$ cat src/rtl/fvc_pkg.sv
// fvc_pkg: framing bytes, command codes, status codes and sizes
// for the flash verify command handler.
// assumes: byte-wide link, 24-bit flash addresses.
package fvc_pkg;
    // framing bytes
    localparam logic [7:0] SOH_BYTE       = 8'h01;
    localparam logic [7:0] STX_BYTE       = 8'h02;
    localparam logic [7:0] ETX_BYTE       = 8'h03;
    localparam logic [7:0] ETB_BYTE       = 8'h17;
    // command codes
    localparam logic [7:0] CMD_RESET      = 8'h00;
    localparam logic [7:0] CMD_VERIFY     = 8'h13;
    localparam logic [7:0] CMD_ERASE      = 8'h22;
    localparam logic [7:0] CMD_BLANK      = 8'h32;
    localparam logic [7:0] CMD_PROG       = 8'h40;
    localparam logic [7:0] CMD_SPROG      = 8'h41;
    localparam logic [7:0] CMD_BAUD       = 8'h9A;
    localparam logic [7:0] CMD_SECID      = 8'h9C;
    localparam logic [7:0] CMD_SSET       = 8'hA0;
    localparam logic [7:0] CMD_SGET       = 8'hA1;
    localparam logic [7:0] CMD_SREL       = 8'hA2;
    localparam logic [7:0] CMD_CSUM       = 8'hB0;
    localparam logic [7:0] CMD_SIG        = 8'hC0;
    // byte_count_field values
    localparam logic [7:0] LEN_RESET      = 8'h01;
    localparam logic [7:0] LEN_VERIFY     = 8'h07;
    localparam logic [7:0] LEN_DATA       = 8'h00;
    localparam logic [7:0] LEN_RSP_CMD    = 8'h01;
    localparam logic [7:0] LEN_RSP_DATA   = 8'h02;
    // reply_status_byte codes
    localparam logic [7:0] STS_CMD_ERR    = 8'h04;
    localparam logic [7:0] STS_PARAM_ERR  = 8'h05;
    localparam logic [7:0] STS_ACK        = 8'h06;
    localparam logic [7:0] STS_CSUM_ERR   = 8'h07;
    localparam logic [7:0] STS_VERIFY_ERR = 8'h0F;
    localparam logic [7:0] STS_NACK       = 8'h15;
    // sizes
    localparam int         ADDR_W         = 24;
    localparam int         DATA_BYTES     = 256;
    localparam int         ID_BIT         = 2;
endpackage

$ cat src/rtl/fvc_reply_tx.sv
// fvc_reply_tx: sends one status reply packet, STX..ETX, one or
// two status bytes, check byte computed so the sum comes to zero.
// assumes: byte sink with valid/ready; go only while not busy.
module fvc_reply_tx (
    // clock and reset
    input  wire logic       sys_clk_in,
    input  wire logic       resetn_in,
    // request
    input  wire logic       go_in,
    input  wire logic [7:0] len_in,
    input  wire logic [7:0] sts1_in,
    input  wire logic [7:0] sts2_in,
    output logic            busy_out,
    // byte sink
    output logic [7:0]      tx_byte_out,
    output logic            tx_valid_out,
    input  wire logic       tx_ready_in
);
    logic [2:0] idx_r;
    logic [7:0] len_r;
    logic [7:0] s1_r;
    logic [7:0] s2_r;
    logic [7:0] chk;
    logic [2:0] last;

    assign chk  = 8'(8'h00 - len_r - s1_r
                     - ((len_r == fvc_pkg::LEN_RSP_DATA) ? s2_r : 8'h00));
    assign last = (len_r == fvc_pkg::LEN_RSP_DATA) ? 3'd5 : 3'd4;

    function automatic logic [7:0] pick(input logic [2:0] i,
                                        input logic       two,
                                        input logic [7:0] l,
                                        input logic [7:0] a,
                                        input logic [7:0] b,
                                        input logic [7:0] c);
        logic [7:0] v;
        v = fvc_pkg::ETX_BYTE;
        case (i)
            3'd0: v = fvc_pkg::STX_BYTE;
            3'd1: v = l;
            3'd2: v = a;
            3'd3: v = two ? b : c;
            3'd4: v = two ? c : fvc_pkg::ETX_BYTE;
            default: v = fvc_pkg::ETX_BYTE;
        endcase
        return v;
    endfunction

    always_ff @(posedge sys_clk_in) begin
        if (!resetn_in) begin
            idx_r        <= 3'd0;
            len_r        <= 8'h00;
            s1_r         <= 8'h00;
            s2_r         <= 8'h00;
            busy_out     <= 1'b0;
            tx_valid_out <= 1'b0;
            tx_byte_out  <= 8'h00;
        end else if (go_in && !busy_out) begin
            len_r        <= len_in;
            s1_r         <= sts1_in;
            s2_r         <= sts2_in;
            idx_r        <= 3'd0;
            busy_out     <= 1'b1;
            tx_valid_out <= 1'b1;
            tx_byte_out  <= fvc_pkg::STX_BYTE;
        end else if (busy_out && tx_ready_in) begin
            if (idx_r == last) begin
                busy_out     <= 1'b0;
                tx_valid_out <= 1'b0;
            end else begin
                idx_r       <= idx_r + 3'd1;
                tx_byte_out <= pick(idx_r + 3'd1,
                                    len_r == fvc_pkg::LEN_RSP_DATA,
                                    len_r, s1_r, s2_r, chk);
            end
        end
    end
endmodule

$ cat src/rtl/fvc_top.sv
// fvc_top: device side of the serial programming Verify command,
// plus the Reset command answer, over a byte link and a flash read port.
// assumes: rx bytes arrive at least two clocks apart; flash data is
// valid one clock after flash_rd_out; host waits for every reply.
//
// Behaviour
// - Reset command in acceptance phase answered with ACK.
// - Missing ETX gives NACK, bad sum checksum error, forbidden command 04h.
// - Start address above end address gives parameter error.
// - Address outside both code and data flash gives parameter error.
// - Range crossing a code or data flash boundary gives parameter error.
// - Start not block first, or end not block last, parameter error.
// - Errors return to command wait; all checks pass then ACK sent.
// - One-status reply: STX, 01h, status, check byte, ETX.
// - While awaiting data, bytes other than STX are dropped.
// - Final data packet ending in neither ETX nor ETB gives NACK; ending in ETB is ACKed.
// - Non-final data packet without ETB gives NACK.
// - Data packet check byte wrong gives checksum error.
// - Data packet length field wrong gives NACK.
// - Data beyond range, or short at final packet, gives NACK.
// - Data packet error: error reply, abandon, back to command wait.
// - Good non-final packet: ACK, compare, keep taking packets.
// - Final packet compared, one overall reply, back to command wait.
// - Any mismatch remembered; verify error reported after last compare.
// - Data reply: 02h, communication then verification status, check byte, ETX.
// - Identifier data verifies until reset after readout bit cleared.
// - Length, payload and check byte sum to zero modulo 256.
// - Verification error status is 0Fh.
// - Parameter error status is 05h.
// - NACK status is 15h.
module fvc_top #(
    parameter logic [23:0] CODE_LAST   = 24'h03_FFFF,
    parameter logic [23:0] DATA_FIRST  = 24'hF1_000,
    parameter logic [23:0] DATA_LAST   = 24'hF2_FFF,
    parameter int          BLOCK_BYTES = 1024
) (
    // clock and reset
    input  wire logic        sys_clk_in,
    input  wire logic        resetn_in,
    // byte link from host
    input  wire logic [7:0]  rx_byte_in,
    input  wire logic        rx_valid_in,
    // byte link to host
    output logic [7:0]       tx_byte_out,
    output logic             tx_valid_out,
    input  wire logic        tx_ready_in,
    // phase and option byte
    input  wire logic        cmd_phase_in,
    input  wire logic [7:0]  option_byte_four_in,
    // flash read port
    output logic             flash_rd_out,
    output logic [23:0]      flash_addr_out,
    input  wire logic [7:0]  flash_data_in,
    input  wire logic        id_area_in,
    // status
    output logic             verify_busy_out
);
    localparam logic [23:0] BMASK = 24'(BLOCK_BYTES - 1);

    if (BLOCK_BYTES < fvc_pkg::DATA_BYTES ||
        (BLOCK_BYTES & (BLOCK_BYTES - 1)) != 0) begin : g_bad_block
        $error("BLOCK_BYTES must be a power of two, at least 256");
    end

    typedef enum logic [3:0] {
        S_IDLE, S_CLEN, S_CBODY, S_CSUM, S_CEND, S_RWAIT,
        S_DWAIT, S_DLEN, S_DBODY, S_DSUM, S_DEND
    } fvc_state_t;

    fvc_state_t  state_r;
    fvc_state_t  back_r;
    logic [7:0]  len_r;
    logic [7:0]  cmd_r;
    logic [7:0]  sum_r;
    logic [8:0]  idx_r;
    logic [8:0]  tot_r;
    logic [47:0] info_r;
    logic [23:0] sa;
    logic [23:0] ea;
    logic [24:0] rem_r;
    logic        over_r;
    logic        dlen_bad_r;
    logic        mismatch_r;
    logic [7:0]  exp_r;
    logic        cmp_pend_r;
    logic        id_hidden_r;
    logic        id_cap_r;
    logic        rsp_go_r;
    logic [7:0]  rsp_len_r;
    logic [7:0]  rsp_s1_r;
    logic [7:0]  rsp_s2_r;
    logic        tx_busy;
    logic        start_verify;
    logic [7:0]  cmd_sts;
    logic        cmd_reply;
    logic [7:0]  dat_sts;
    logic        byte_take;
    logic        sa_code;
    logic        sa_data;
    logic        ea_code;
    logic        ea_data;
    logic        cmd_known;

    assign sa        = info_r[23:0];
    assign ea        = info_r[47:24];
    assign byte_take = rx_valid_in;
    assign sa_code   = sa <= CODE_LAST;
    assign ea_code   = ea <= CODE_LAST;
    assign sa_data   = sa >= DATA_FIRST && sa <= DATA_LAST;
    assign ea_data   = ea >= DATA_FIRST && ea <= DATA_LAST;

    always_comb begin
        case (cmd_r)
            fvc_pkg::CMD_RESET, fvc_pkg::CMD_VERIFY, fvc_pkg::CMD_ERASE,
            fvc_pkg::CMD_BLANK, fvc_pkg::CMD_PROG, fvc_pkg::CMD_SPROG,
            fvc_pkg::CMD_SSET, fvc_pkg::CMD_SGET, fvc_pkg::CMD_SREL,
            fvc_pkg::CMD_CSUM, fvc_pkg::CMD_SIG: cmd_known = 1'b1;
            default: cmd_known = 1'b0;
        endcase
    end

    // command end: checks in the order the host sees them
    always_comb begin
        cmd_reply    = 1'b1;
        start_verify = 1'b0;
        cmd_sts      = fvc_pkg::STS_ACK;
        if (rx_byte_in != fvc_pkg::ETX_BYTE) begin
            cmd_sts = fvc_pkg::STS_NACK;
        end else if (sum_r != 8'h00) begin
            cmd_sts = fvc_pkg::STS_CSUM_ERR;
        end else if (!cmd_known || !cmd_phase_in) begin
            cmd_sts = fvc_pkg::STS_CMD_ERR;
        end else if (cmd_r != fvc_pkg::CMD_RESET &&
                     cmd_r != fvc_pkg::CMD_VERIFY) begin
            cmd_reply = 1'b0;
        end else if ((cmd_r == fvc_pkg::CMD_RESET &&
                      len_r != fvc_pkg::LEN_RESET) ||
                     (cmd_r == fvc_pkg::CMD_VERIFY &&
                      len_r != fvc_pkg::LEN_VERIFY)) begin
            cmd_sts = fvc_pkg::STS_NACK;
        end else if (cmd_r == fvc_pkg::CMD_RESET) begin
            cmd_sts = fvc_pkg::STS_ACK;
        end else if (sa > ea) begin
            cmd_sts = fvc_pkg::STS_PARAM_ERR;
        end else if (!(sa_code || sa_data) || !(ea_code || ea_data)) begin
            cmd_sts = fvc_pkg::STS_PARAM_ERR;
        end else if (sa_code != ea_code) begin
            cmd_sts = fvc_pkg::STS_PARAM_ERR;
        end else if ((sa & BMASK) != 24'h00_0000 ||
                     (ea & BMASK) != BMASK) begin
            cmd_sts = fvc_pkg::STS_PARAM_ERR;
        end else begin
            start_verify = 1'b1;
        end
    end

    // data packet end: terminator, check byte, length, count
    always_comb begin
        dat_sts = fvc_pkg::STS_ACK;
        if (rx_byte_in != fvc_pkg::ETX_BYTE &&
            rx_byte_in != fvc_pkg::ETB_BYTE) begin
            dat_sts = fvc_pkg::STS_NACK;
        end else if (sum_r != 8'h00) begin
            dat_sts = fvc_pkg::STS_CSUM_ERR;
        end else if (dlen_bad_r || over_r) begin
            dat_sts = fvc_pkg::STS_NACK;
        end else if (rx_byte_in == fvc_pkg::ETX_BYTE &&
                     rem_r != 25'd0) begin
            dat_sts = fvc_pkg::STS_NACK;
        end
    end

    // packet walk
    always_ff @(posedge sys_clk_in) begin
        if (!resetn_in) begin
            state_r <= S_IDLE;
            back_r  <= S_IDLE;
        end else begin
            case (state_r)
                S_IDLE:  if (byte_take && rx_byte_in == fvc_pkg::SOH_BYTE)
                             state_r <= S_CLEN;
                S_CLEN:  if (byte_take) state_r <= S_CBODY;
                S_CBODY: if (byte_take && idx_r == tot_r - 9'd1)
                             state_r <= S_CSUM;
                S_CSUM:  if (byte_take) state_r <= S_CEND;
                S_CEND: begin
                    if (byte_take) begin
                        state_r <= cmd_reply ? S_RWAIT : S_IDLE;
                        back_r  <= start_verify ? S_DWAIT : S_IDLE;
                    end
                end
                S_RWAIT: if (!rsp_go_r && !tx_busy) state_r <= back_r;
                S_DWAIT: if (byte_take && rx_byte_in == fvc_pkg::STX_BYTE)
                             state_r <= S_DLEN;
                S_DLEN:  if (byte_take) state_r <= S_DBODY;
                S_DBODY: if (byte_take && idx_r == 9'd255)
                             state_r <= S_DSUM;
                S_DSUM:  if (byte_take) state_r <= S_DEND;
                S_DEND: begin
                    if (byte_take) begin
                        state_r <= S_RWAIT;
                        if (dat_sts == fvc_pkg::STS_ACK &&
                            rx_byte_in == fvc_pkg::ETB_BYTE)
                            back_r <= S_DWAIT;
                        else
                            back_r <= S_IDLE;
                    end
                end
                default: state_r <= S_IDLE;
            endcase
        end
    end

    // field capture and running check sum
    always_ff @(posedge sys_clk_in) begin
        if (!resetn_in) begin
            len_r      <= 8'h00;
            cmd_r      <= 8'h00;
            sum_r      <= 8'h00;
            idx_r      <= 9'd0;
            tot_r      <= 9'd0;
            info_r     <= 48'h0000_0000_0000;
            dlen_bad_r <= 1'b0;
        end else if (byte_take) begin
            case (state_r)
                S_CLEN, S_DLEN: begin
                    len_r      <= rx_byte_in;
                    sum_r      <= rx_byte_in;
                    idx_r      <= 9'd0;
                    tot_r      <= (rx_byte_in == 8'h00) ? 9'd256
                                                        : {1'b0, rx_byte_in};
                    dlen_bad_r <= rx_byte_in != fvc_pkg::LEN_DATA;
                end
                S_CBODY, S_DBODY: begin
                    sum_r <= sum_r + rx_byte_in;
                    idx_r <= idx_r + 9'd1;
                    if (state_r == S_CBODY && idx_r == 9'd0)
                        cmd_r <= rx_byte_in;
                    else if (state_r == S_CBODY)
                        info_r <= {rx_byte_in, info_r[47:8]};
                end
                S_CSUM, S_DSUM: sum_r <= sum_r + rx_byte_in;
                default: sum_r <= sum_r;
            endcase
        end
    end

    // range bookkeeping and flash reads
    always_ff @(posedge sys_clk_in) begin
        if (!resetn_in) begin
            rem_r          <= 25'd0;
            over_r         <= 1'b0;
            flash_rd_out   <= 1'b0;
            flash_addr_out <= 24'h00_0000;
            exp_r          <= 8'h00;
            cmp_pend_r     <= 1'b0;
        end else begin
            flash_rd_out <= 1'b0;
            cmp_pend_r   <= flash_rd_out;
            if (state_r == S_CEND && byte_take && start_verify) begin
                rem_r          <= 25'({1'b0, ea} - {1'b0, sa} + 25'd1);
                over_r         <= 1'b0;
                flash_addr_out <= sa;
            end else if (state_r == S_DBODY && byte_take) begin
                // bytes past the range set over_r, not compared
                if (rem_r == 25'd0) begin
                    over_r <= 1'b1;
                end else begin
                    rem_r        <= rem_r - 25'd1;
                    flash_rd_out <= 1'b1;
                    exp_r        <= rx_byte_in;
                end
            end
            if (flash_rd_out)
                flash_addr_out <= flash_addr_out + 24'h00_0001;
        end
    end

    // option byte caught once after reset release; a later clear of the
    // readout bit only takes effect through the next reset
    always_ff @(posedge sys_clk_in) begin
        if (!resetn_in) begin
            id_cap_r    <= 1'b1;
            id_hidden_r <= 1'b0;
        end else if (id_cap_r) begin
            id_cap_r    <= 1'b0;
            id_hidden_r <= !option_byte_four_in[fvc_pkg::ID_BIT];
        end
    end

    // sticky mismatch over the whole range
    always_ff @(posedge sys_clk_in) begin
        if (!resetn_in) begin
            mismatch_r <= 1'b0;
        end else if (cmp_pend_r && (flash_data_in != exp_r ||
                                    (id_area_in && id_hidden_r))) begin
            mismatch_r <= 1'b1;
        end else if (state_r == S_CEND && byte_take && start_verify) begin
            mismatch_r <= 1'b0;
        end
    end

    // reply requests
    always_ff @(posedge sys_clk_in) begin
        if (!resetn_in) begin
            rsp_go_r  <= 1'b0;
            rsp_len_r <= 8'h00;
            rsp_s1_r  <= 8'h00;
            rsp_s2_r  <= 8'h00;
        end else begin
            rsp_go_r <= 1'b0;
            if (state_r == S_CEND && byte_take && cmd_reply) begin
                rsp_go_r  <= 1'b1;
                rsp_len_r <= fvc_pkg::LEN_RSP_CMD;
                rsp_s1_r  <= cmd_sts;
                rsp_s2_r  <= fvc_pkg::STS_ACK;
            end else if (state_r == S_DEND && byte_take) begin
                rsp_go_r  <= 1'b1;
                rsp_len_r <= fvc_pkg::LEN_RSP_DATA;
                rsp_s1_r  <= dat_sts;
                rsp_s2_r  <= (dat_sts == fvc_pkg::STS_ACK &&
                              rx_byte_in == fvc_pkg::ETX_BYTE &&
                              mismatch_r) ? fvc_pkg::STS_VERIFY_ERR
                                          : fvc_pkg::STS_ACK;
            end
        end
    end

    always_ff @(posedge sys_clk_in) begin
        if (!resetn_in)
            verify_busy_out <= 1'b0;
        else
            verify_busy_out <= state_r >= S_DWAIT ||
                               (state_r == S_RWAIT && back_r == S_DWAIT);
    end

    fvc_reply_tx u_reply (
        .sys_clk_in   (sys_clk_in),
        .resetn_in    (resetn_in),
        .go_in        (rsp_go_r),
        .len_in       (rsp_len_r),
        .sts1_in      (rsp_s1_r),
        .sts2_in      (rsp_s2_r),
        .busy_out     (tx_busy),
        .tx_byte_out  (tx_byte_out),
        .tx_valid_out (tx_valid_out),
        .tx_ready_in  (tx_ready_in)
    );
endmodule

$ cat config.mk
export PLATFORM = sky130hd
export DESIGN_NAME = fvc_top
export DESIGN_NICKNAME = d
export VERILOG_FILES = /design/src/rtl/fvc_pkg.sv /design/src/rtl/fvc_reply_tx.sv /design/src/rtl/fvc_top.sv
export SDC_FILE = /design/constraint.sdc
export NUM_CORES = 1
export LEC_CHECK = 0
export BUFFER_PORTS_ARGS = -buffer_cell sky130_fd_sc_hd__buf_2
export CAP_MARGIN = 20
export CORE_MARGIN = 4
export CORE_UTILIZATION = 60
export DETAILED_ROUTE_END_ITERATION = 16
export PLACE_DENSITY_LB_ADDON = 0.25
export SETUP_SLACK_MARGIN = 0.05
export SYNTH_ARGS = -nofsm -noshare
export SYNTH_HDL_FRONTEND = slang
export SYNTH_SLANG_ARGS = --single-unit
$ cat constraint.sdc
create_clock -name sys_clk_in -period 4.15 [get_ports sys_clk_in]
set_clock_uncertainty 0.1 [all_clocks]
set_input_delay 0.6225 -clock sys_clk_in [delete_from_list [all_inputs] [get_ports sys_clk_in]]
set_output_delay 0.6225 -clock sys_clk_in [all_outputs]
set_load 0.005 [all_outputs]
==> flow_summary.toml, run 1 <==
[setup_path]
cpMaxStageDelayCell = "o21ai_1"
start_kind = "register"
critPathRequiredTime_ps = 4430
reg2reg_to = "rem_r[23]"
reg2reg_depth = 10
path_max_fanout = 10
cp.arrival_ps = 4050
r2r_start = "info_r[19]"
cp_slowest_stage_delay_ps = 580
crit_chain = "inv_1 > ha_1 > a221oi_1 > o21ai_0 > a221oi_1 > o211ai_1 > o21ai_1 > nand2_1 > a2111oi_0 > a311o_1"
crit_type = "register to register"
ff2ff_setup_slack_ps = 380
endpoint_kind = "register"
worst_path_most_repeated_cell = "a221oi_1"

[layout]
nets = 1660
n_antenna_cell = 0
synthToLayoutAreaGrowth_pct = 9.57
layout-drive-gt1-share_pct = 8.13
stdcell_area_um2 = 12700

[clock_tree]
clock_path_buffers = 2
cts_tree = "yes"
clkLatencyLatePin_ps = 440
cts.clk_slew.worst_paths_ps = 70
cts.repair.resized = 0
cts-htree-levels = 4
cts_setup_buffers = 0
cts-buffers-inserted = 17
hold_buffers = 0
root_buffer = "clkbuf_16"
clkSinkCount = 189

[timing]
rsz0062_at_grt = "false"
drv_slew = 0
tns_ps = 0
fmax_ghz = 0.265
period_share_pct = 90.8
tightest_slew_ps = 859
whs_ps = 302
hold_viol_final = 0
relSlewSlack_pct = 42.7
fin_ws_ps = 383
final.min_clock_period_ps = 3770
setup_viol = 0

[route]
ant_nets = 0
first_pass_iters = 5
top_layer_used = "met5"
routed-wl-met2_mm = 13.5
viasPerCell = 6.03
wl_per_cell_um = 16.4
routed_wl_mm = 29.4
met1_length_mm = 13.5
vias = 10800
drc_errors = 0
met3RoutedLength_mm = 1.92
first_iter_violations = 1020

[logic_synthesis]
syn-num-nets = 1627
synth_top_cell_by_area = "dfxtp_1"
synth_edf_count = 0
synth.distinct_cells = 77
ys_seq_area_share_pct = 32.8
postSynthCellCount = 1492
synthFlopType = "dfxtp_1"
avgSynthCellArea_um2 = 7.74
syn_area_um2 = 11500
synth-seq-cells = 189
synth_common_cells = "247 x nand2_1, 189 x dfxtp_1, 168 x a21oi_1"
ys_warn_count = 0
async_reset_ff_share_pct = 0
synth_area_leaders = "dfxtp_1 33%, ha_1 11%, nand2_1 8.0%"
yosysMostFrequentCell = "nand2_1"
netlist.area_leader.share_pct = 32.8

[worst_hold_path]
min_to = "id_hidden_r"
hold_path_startpoint = "option_byte_four_in[2]"
min_delay_path_depth = 2
hold_class = "primary input to register"

[power_and_ir_drop]
power_frac_comb_pct = 13.2
sequentialPowerShare_pct = 46.7
p_leak_nw = 5.00
peakVddDrop_uv = 276
internal_power_w = 0.00301
power_frac_clock_pct = 40.2
switching_share_pct = 28.0
p_sw_w = 0.00117
power.density_nw_per_um2 = 331
total_power_w = 0.00418

[placement]
place_congestion = 0.924
place_area_um2 = 12100
pre_cts_ws_ps = 583
io_buffers = 57
hpwl_mm = 21.2

[floorplanning]
boundaryPins = 65
die_area_um2 = 21500
coreArea_um2 = 18800
start_util_pct = 61.3
die_h_um = 147
core.rowCount = 50
die_x_um = 147

[global_routing]
grt_pass1_wl_mm = 48.4
grt_overflow = 0
grt_start_max_net_pins = 80
antenna_found_initial = 1
grt.total_usage_pct = 26.7
grt_pass1_vias = 10100

[flow_run]
drv_cap = 0

[run_status]
status = "finished, final reports clean"
kinds of logic after synthesis:
family | share of synthesized area (%)
flops | 32.8
simple gates | 23.1
xor+xnor | 5.16
fa+ha+maj | 12.0
mux | 0.878
buf+inv | 5.22
compound gates | 21.0
layout by cell type, fill, tap and decap left out, drive strengths merged, types with 16 or more instances in the layout:
master	count
xor2	27
ha	100
xnor2	41
a211oi	24
nand2	248
inv	108
a21oi	168
clkbuf	19
dfxtp	189
nor2	111
a21o	16
nand4	22
o21ai	60
buf	72
nor4	26
nor3	40
nand3	32
how the worst max path moves through the flow:
stage | from | to | slack [ps] | depth (start not counted)
final | info_r[19] | rem_r[23] | 380 | 10
after global routing | info_r[25] | rem_r[21] | 150 | 14
after CTS | info_r[19] | rem_r[23] | 520 | 10
after detailed placement | info_r[19] | rem_r[21] | 580 | 11
after global placement | info_r[6] | rem_r[21] | 620 | 10
after floorplan | info_r[13] | rem_r[22] | 1030 | 11
power groups by stage:
stage / clock network [W] / registers [W] / logic [W]
6_report: 0.00168 / 0.00195 / 0.000550
5_1_grt: 0.00177 / 0.00196 / 0.000611
3_3_place_gp: 0 / 0.00199 / 0.000520
3_5_place_dp: 0 / 0.00199 / 0.000538
4_1_cts: 0.00169 / 0.00195 / 0.000542
2_1_floorplan: 0 / 0.00195 / 0.000431
worst max-delay path, delay by kind of cell, from the launching register on:
kind                     cells  cell delay [ps]
AO/OA/AOI/OAI                7             2240
adder cells (fa/ha/maj)      1              350
flip-flops                   1              440
AND/OR/NAND/NOR              1              450
buffers and inverters        1              140
routing by layer:
layer	vias to the layer above	global-route usage [%]
met1	5100	36.5
li1	5318	-
met4	2	8.28
met3	47	5.00
met5	-	0
met2	375	43.2
final cells by class:
cell class	instances	area (um^2)
Clock buffer	19	443
Tap cell	260	325
Sequential cell	189	3780
Multi-Input combinational cell	1143	7160
Fill cell	1595	6180
Clock inverter	13	156
Timing Repair Buffer	72	398
Inverter	102	385
stage by stage:
stage | utilization (%) | instances
final | 67.2 | 1798
after global routing | 67.2 | 1798
after CTS | 67.2 | 1798
after detailed placement | 64.0 | 1766
after global placement | 64.0 | 1766
after floorplan | - | 1492
registers in the layout, summed over array words and instances (netlist names), 8 cells and up:
name,count
info_r,48
rem_r,25
flash_addr_out,24
idx_r,9
tot_r,9
cmd_r,8
exp_r,8
len_r,8
sum_r,8
u_reply.tx_byte_out,8
Power figures use the tool's default switching activity.
==> run 2: changes to the inputs <==
--- a/config.mk
+++ b/config.mk
@@ -11,2 +11,3 @@
 export CORE_UTILIZATION = 60
+export CTS_CLUSTER_DIAMETER = 150
 export DETAILED_ROUTE_END_ITERATION = 16
==> constraint.sdc (replaced) <==
create_clock -name sys_clk_in -period 4.15 [get_ports sys_clk_in]
set_clock_uncertainty 0.1 [all_clocks]
set_input_delay 0.415 -clock sys_clk_in [delete_from_list [all_inputs] [get_ports sys_clk_in]]
set_output_delay 0.415 -clock sys_clk_in [all_outputs]
set_load 0.005 [all_outputs]
==> flow_summary.toml, run 2 (synthesis gave the netlist of run 1 again) <==
[run_status]
status = "finished, final reports clean"

[power_and_ir_drop]
power_frac_comb_pct = 12.8
total_power_w = 0.00424
p_leak_nw = 4.99
power_frac_clock_pct = 41.0
sequentialPowerShare_pct = 46.1
power.density_nw_per_um2 = 335
p_sw_w = 0.00114
internal_power_w = 0.00310
switching_share_pct = 26.8
peakVddDrop_uv = 284

[clock_tree]
clkLatencyLatePin_ps = 440
root_buffer = "clkbuf_16"
cts-htree-levels = 4
cts.repair.resized = 0
clkSinkCount = 189
cts_setup_buffers = 0
clock_path_buffers = 2
cts_tree = "yes"
hold_buffers = 0
cts.clk_slew.worst_paths_ps = 70
cts-buffers-inserted = 17

[layout]
num-fill-cells = 1602
nets = 1656
layout_commonest_cell = "nand2_1"
reg_top3 = "info_r: 48 flops, rem_r: 25 flops, flash_addr_out: 24 flops"
largest_register_ff_count = 48
n_antenna_cell = 0
layout-drive-gt1-share_pct = 7.76
synthToLayoutAreaGrowth_pct = 9.58
final_core_util_pct = 67.2
largest-register = "info_r"
final_cell_mix = "247 x nand2_1, 189 x dfxtp_1, 168 x a21oi_1"

[route]
routed_wl_mm = 29.5
vias = 10900
first_iter_violations = 962
first_pass_iters = 8
viasPerCell = 6.06
ant_nets = 0
wl_per_cell_um = 16.4
drc_errors = 0

[global_routing]
grt_start_max_net_pins = 82
grt_pass1_vias = 10100
antenna_found_initial = 0
grt_pass1_wl_mm = 48.3
grt.total_usage_pct = 26.7
grt_overflow = 0

[setup_path]
critPathRequiredTime_ps = 4430
start_kind = "register"
reg2reg_depth = 10
crit_chain = "inv_1 > ha_1 > a221oi_1 > o21ai_0 > a221oi_1 > o211ai_1 > o21ai_1 > nand2_1 > a2111oi_0 > a311o_1"
crit_type = "register to register"
worst_path_most_repeated_cell = "a221oi_1"
path_max_fanout = 10
cpMaxStageDelayCell = "o21ai_1"
cp.arrival_ps = 4030
cp_slowest_stage_delay_ps = 580
endpoint_kind = "register"
r2r_start = "info_r[19]"
ff2ff_setup_slack_ps = 400
reg2reg_to = "rem_r[23]"

[timing]
fmax_ghz = 0.266
rsz0062_at_grt = "false"
period_share_pct = 90.4
tns_ps = 0
drv_slew = 0
whs_ps = 74.5
tightest_slew_ps = 870
setup_viol = 0
fin_ws_ps = 397
final.min_clock_period_ps = 3750
relSlewSlack_pct = 42.0
hold_viol_final = 0

[floorplanning]
die_x_um = 147
coreArea_um2 = 18800
die_area_um2 = 21500
die_h_um = 147
start_util_pct = 61.3
boundaryPins = 65
core.rowCount = 50

[placement]
io_buffers = 57
pre_cts_ws_ps = 497
hpwl_mm = 21.3
place_congestion = 0.917

[worst_hold_path]
min_to = "id_hidden_r"
min_delay_path_depth = 2
hold_class = "primary input to register"
hold_path_startpoint = "option_byte_four_in[2]"

[flow_run]
drv_cap = 0
## run 2: through the flow
| step | instances | cell area [um^2] |
|---|---|---|
| 6_report | 1793 | 12700 |
| 3_3_place_gp | 1762 | 12000 |
| 2_1_floorplan | 1492 | 11500 |
| 3_5_place_dp | 1762 | 12000 |
| 5_1_grt | 1793 | 12700 |
| 4_1_cts | 1793 | 12700 |
## run 2: how the worst max path moves through the flow
stage	cells after the start	endpoint	startpoint	slack [ps]
finish	10	rem_r[23]	info_r[19]	400
global route	10	rem_r[23]	info_r[19]	150
floorplan	11	rem_r[22]	info_r[13]	1030
global placement	10	rem_r[23]	info_r[19]	620
CTS	10	rem_r[23]	info_r[19]	450
detailed placement	10	rem_r[23]	info_r[19]	500
## run 2: layer usage
| layer | part of all wire, % | global-route usage, % | vias up |
|---|---|---|---|
| met2 | 46 | 43.5 | 368 |
| met1 | 46 | 36.7 | 5138 |
| met4 | 1.4 | 6.63 | 0 |
| li1 | - | - | 5305 |
| met5 | 0 | 0 | - |
| met3 | 6.6 | 4.84 | 47 |
## run 2: cell type report
cell class                      count  area, um^2  area share (%)
Sequential cell                   189        3780            29.9
Timing Repair Buffer               68         380            3.01
Tap cell                          260         325            2.57
Inverter                          102         385            3.04
Multi-Input combinational cell   1143        7160            56.6
Clock inverter                      8         130            1.03
Clock buffer                       23         488            3.86
## run 2: power groups by stage
stage / logic, W / clock network [W] / registers, W
6_report: 0.000544 / 0.00174 / 0.00195
5_1_grt: 0.000602 / 0.00183 / 0.00196
4_1_cts: 0.000537 / 0.00174 / 0.00195
3_5_place_dp: 0.000532 / 0 / 0.00199
3_3_place_gp: 0.000517 / 0 / 0.00199
2_1_floorplan: 0.000431 / 0 / 0.00195
## run 2: worst max-delay path: cells and delay by family (launching register included)
kind	cells	cell delay (ps)
fa+ha+maj	1	360
simple gates	1	470
flops	1	420
buf+inv	1	140
compound gates	7	2210
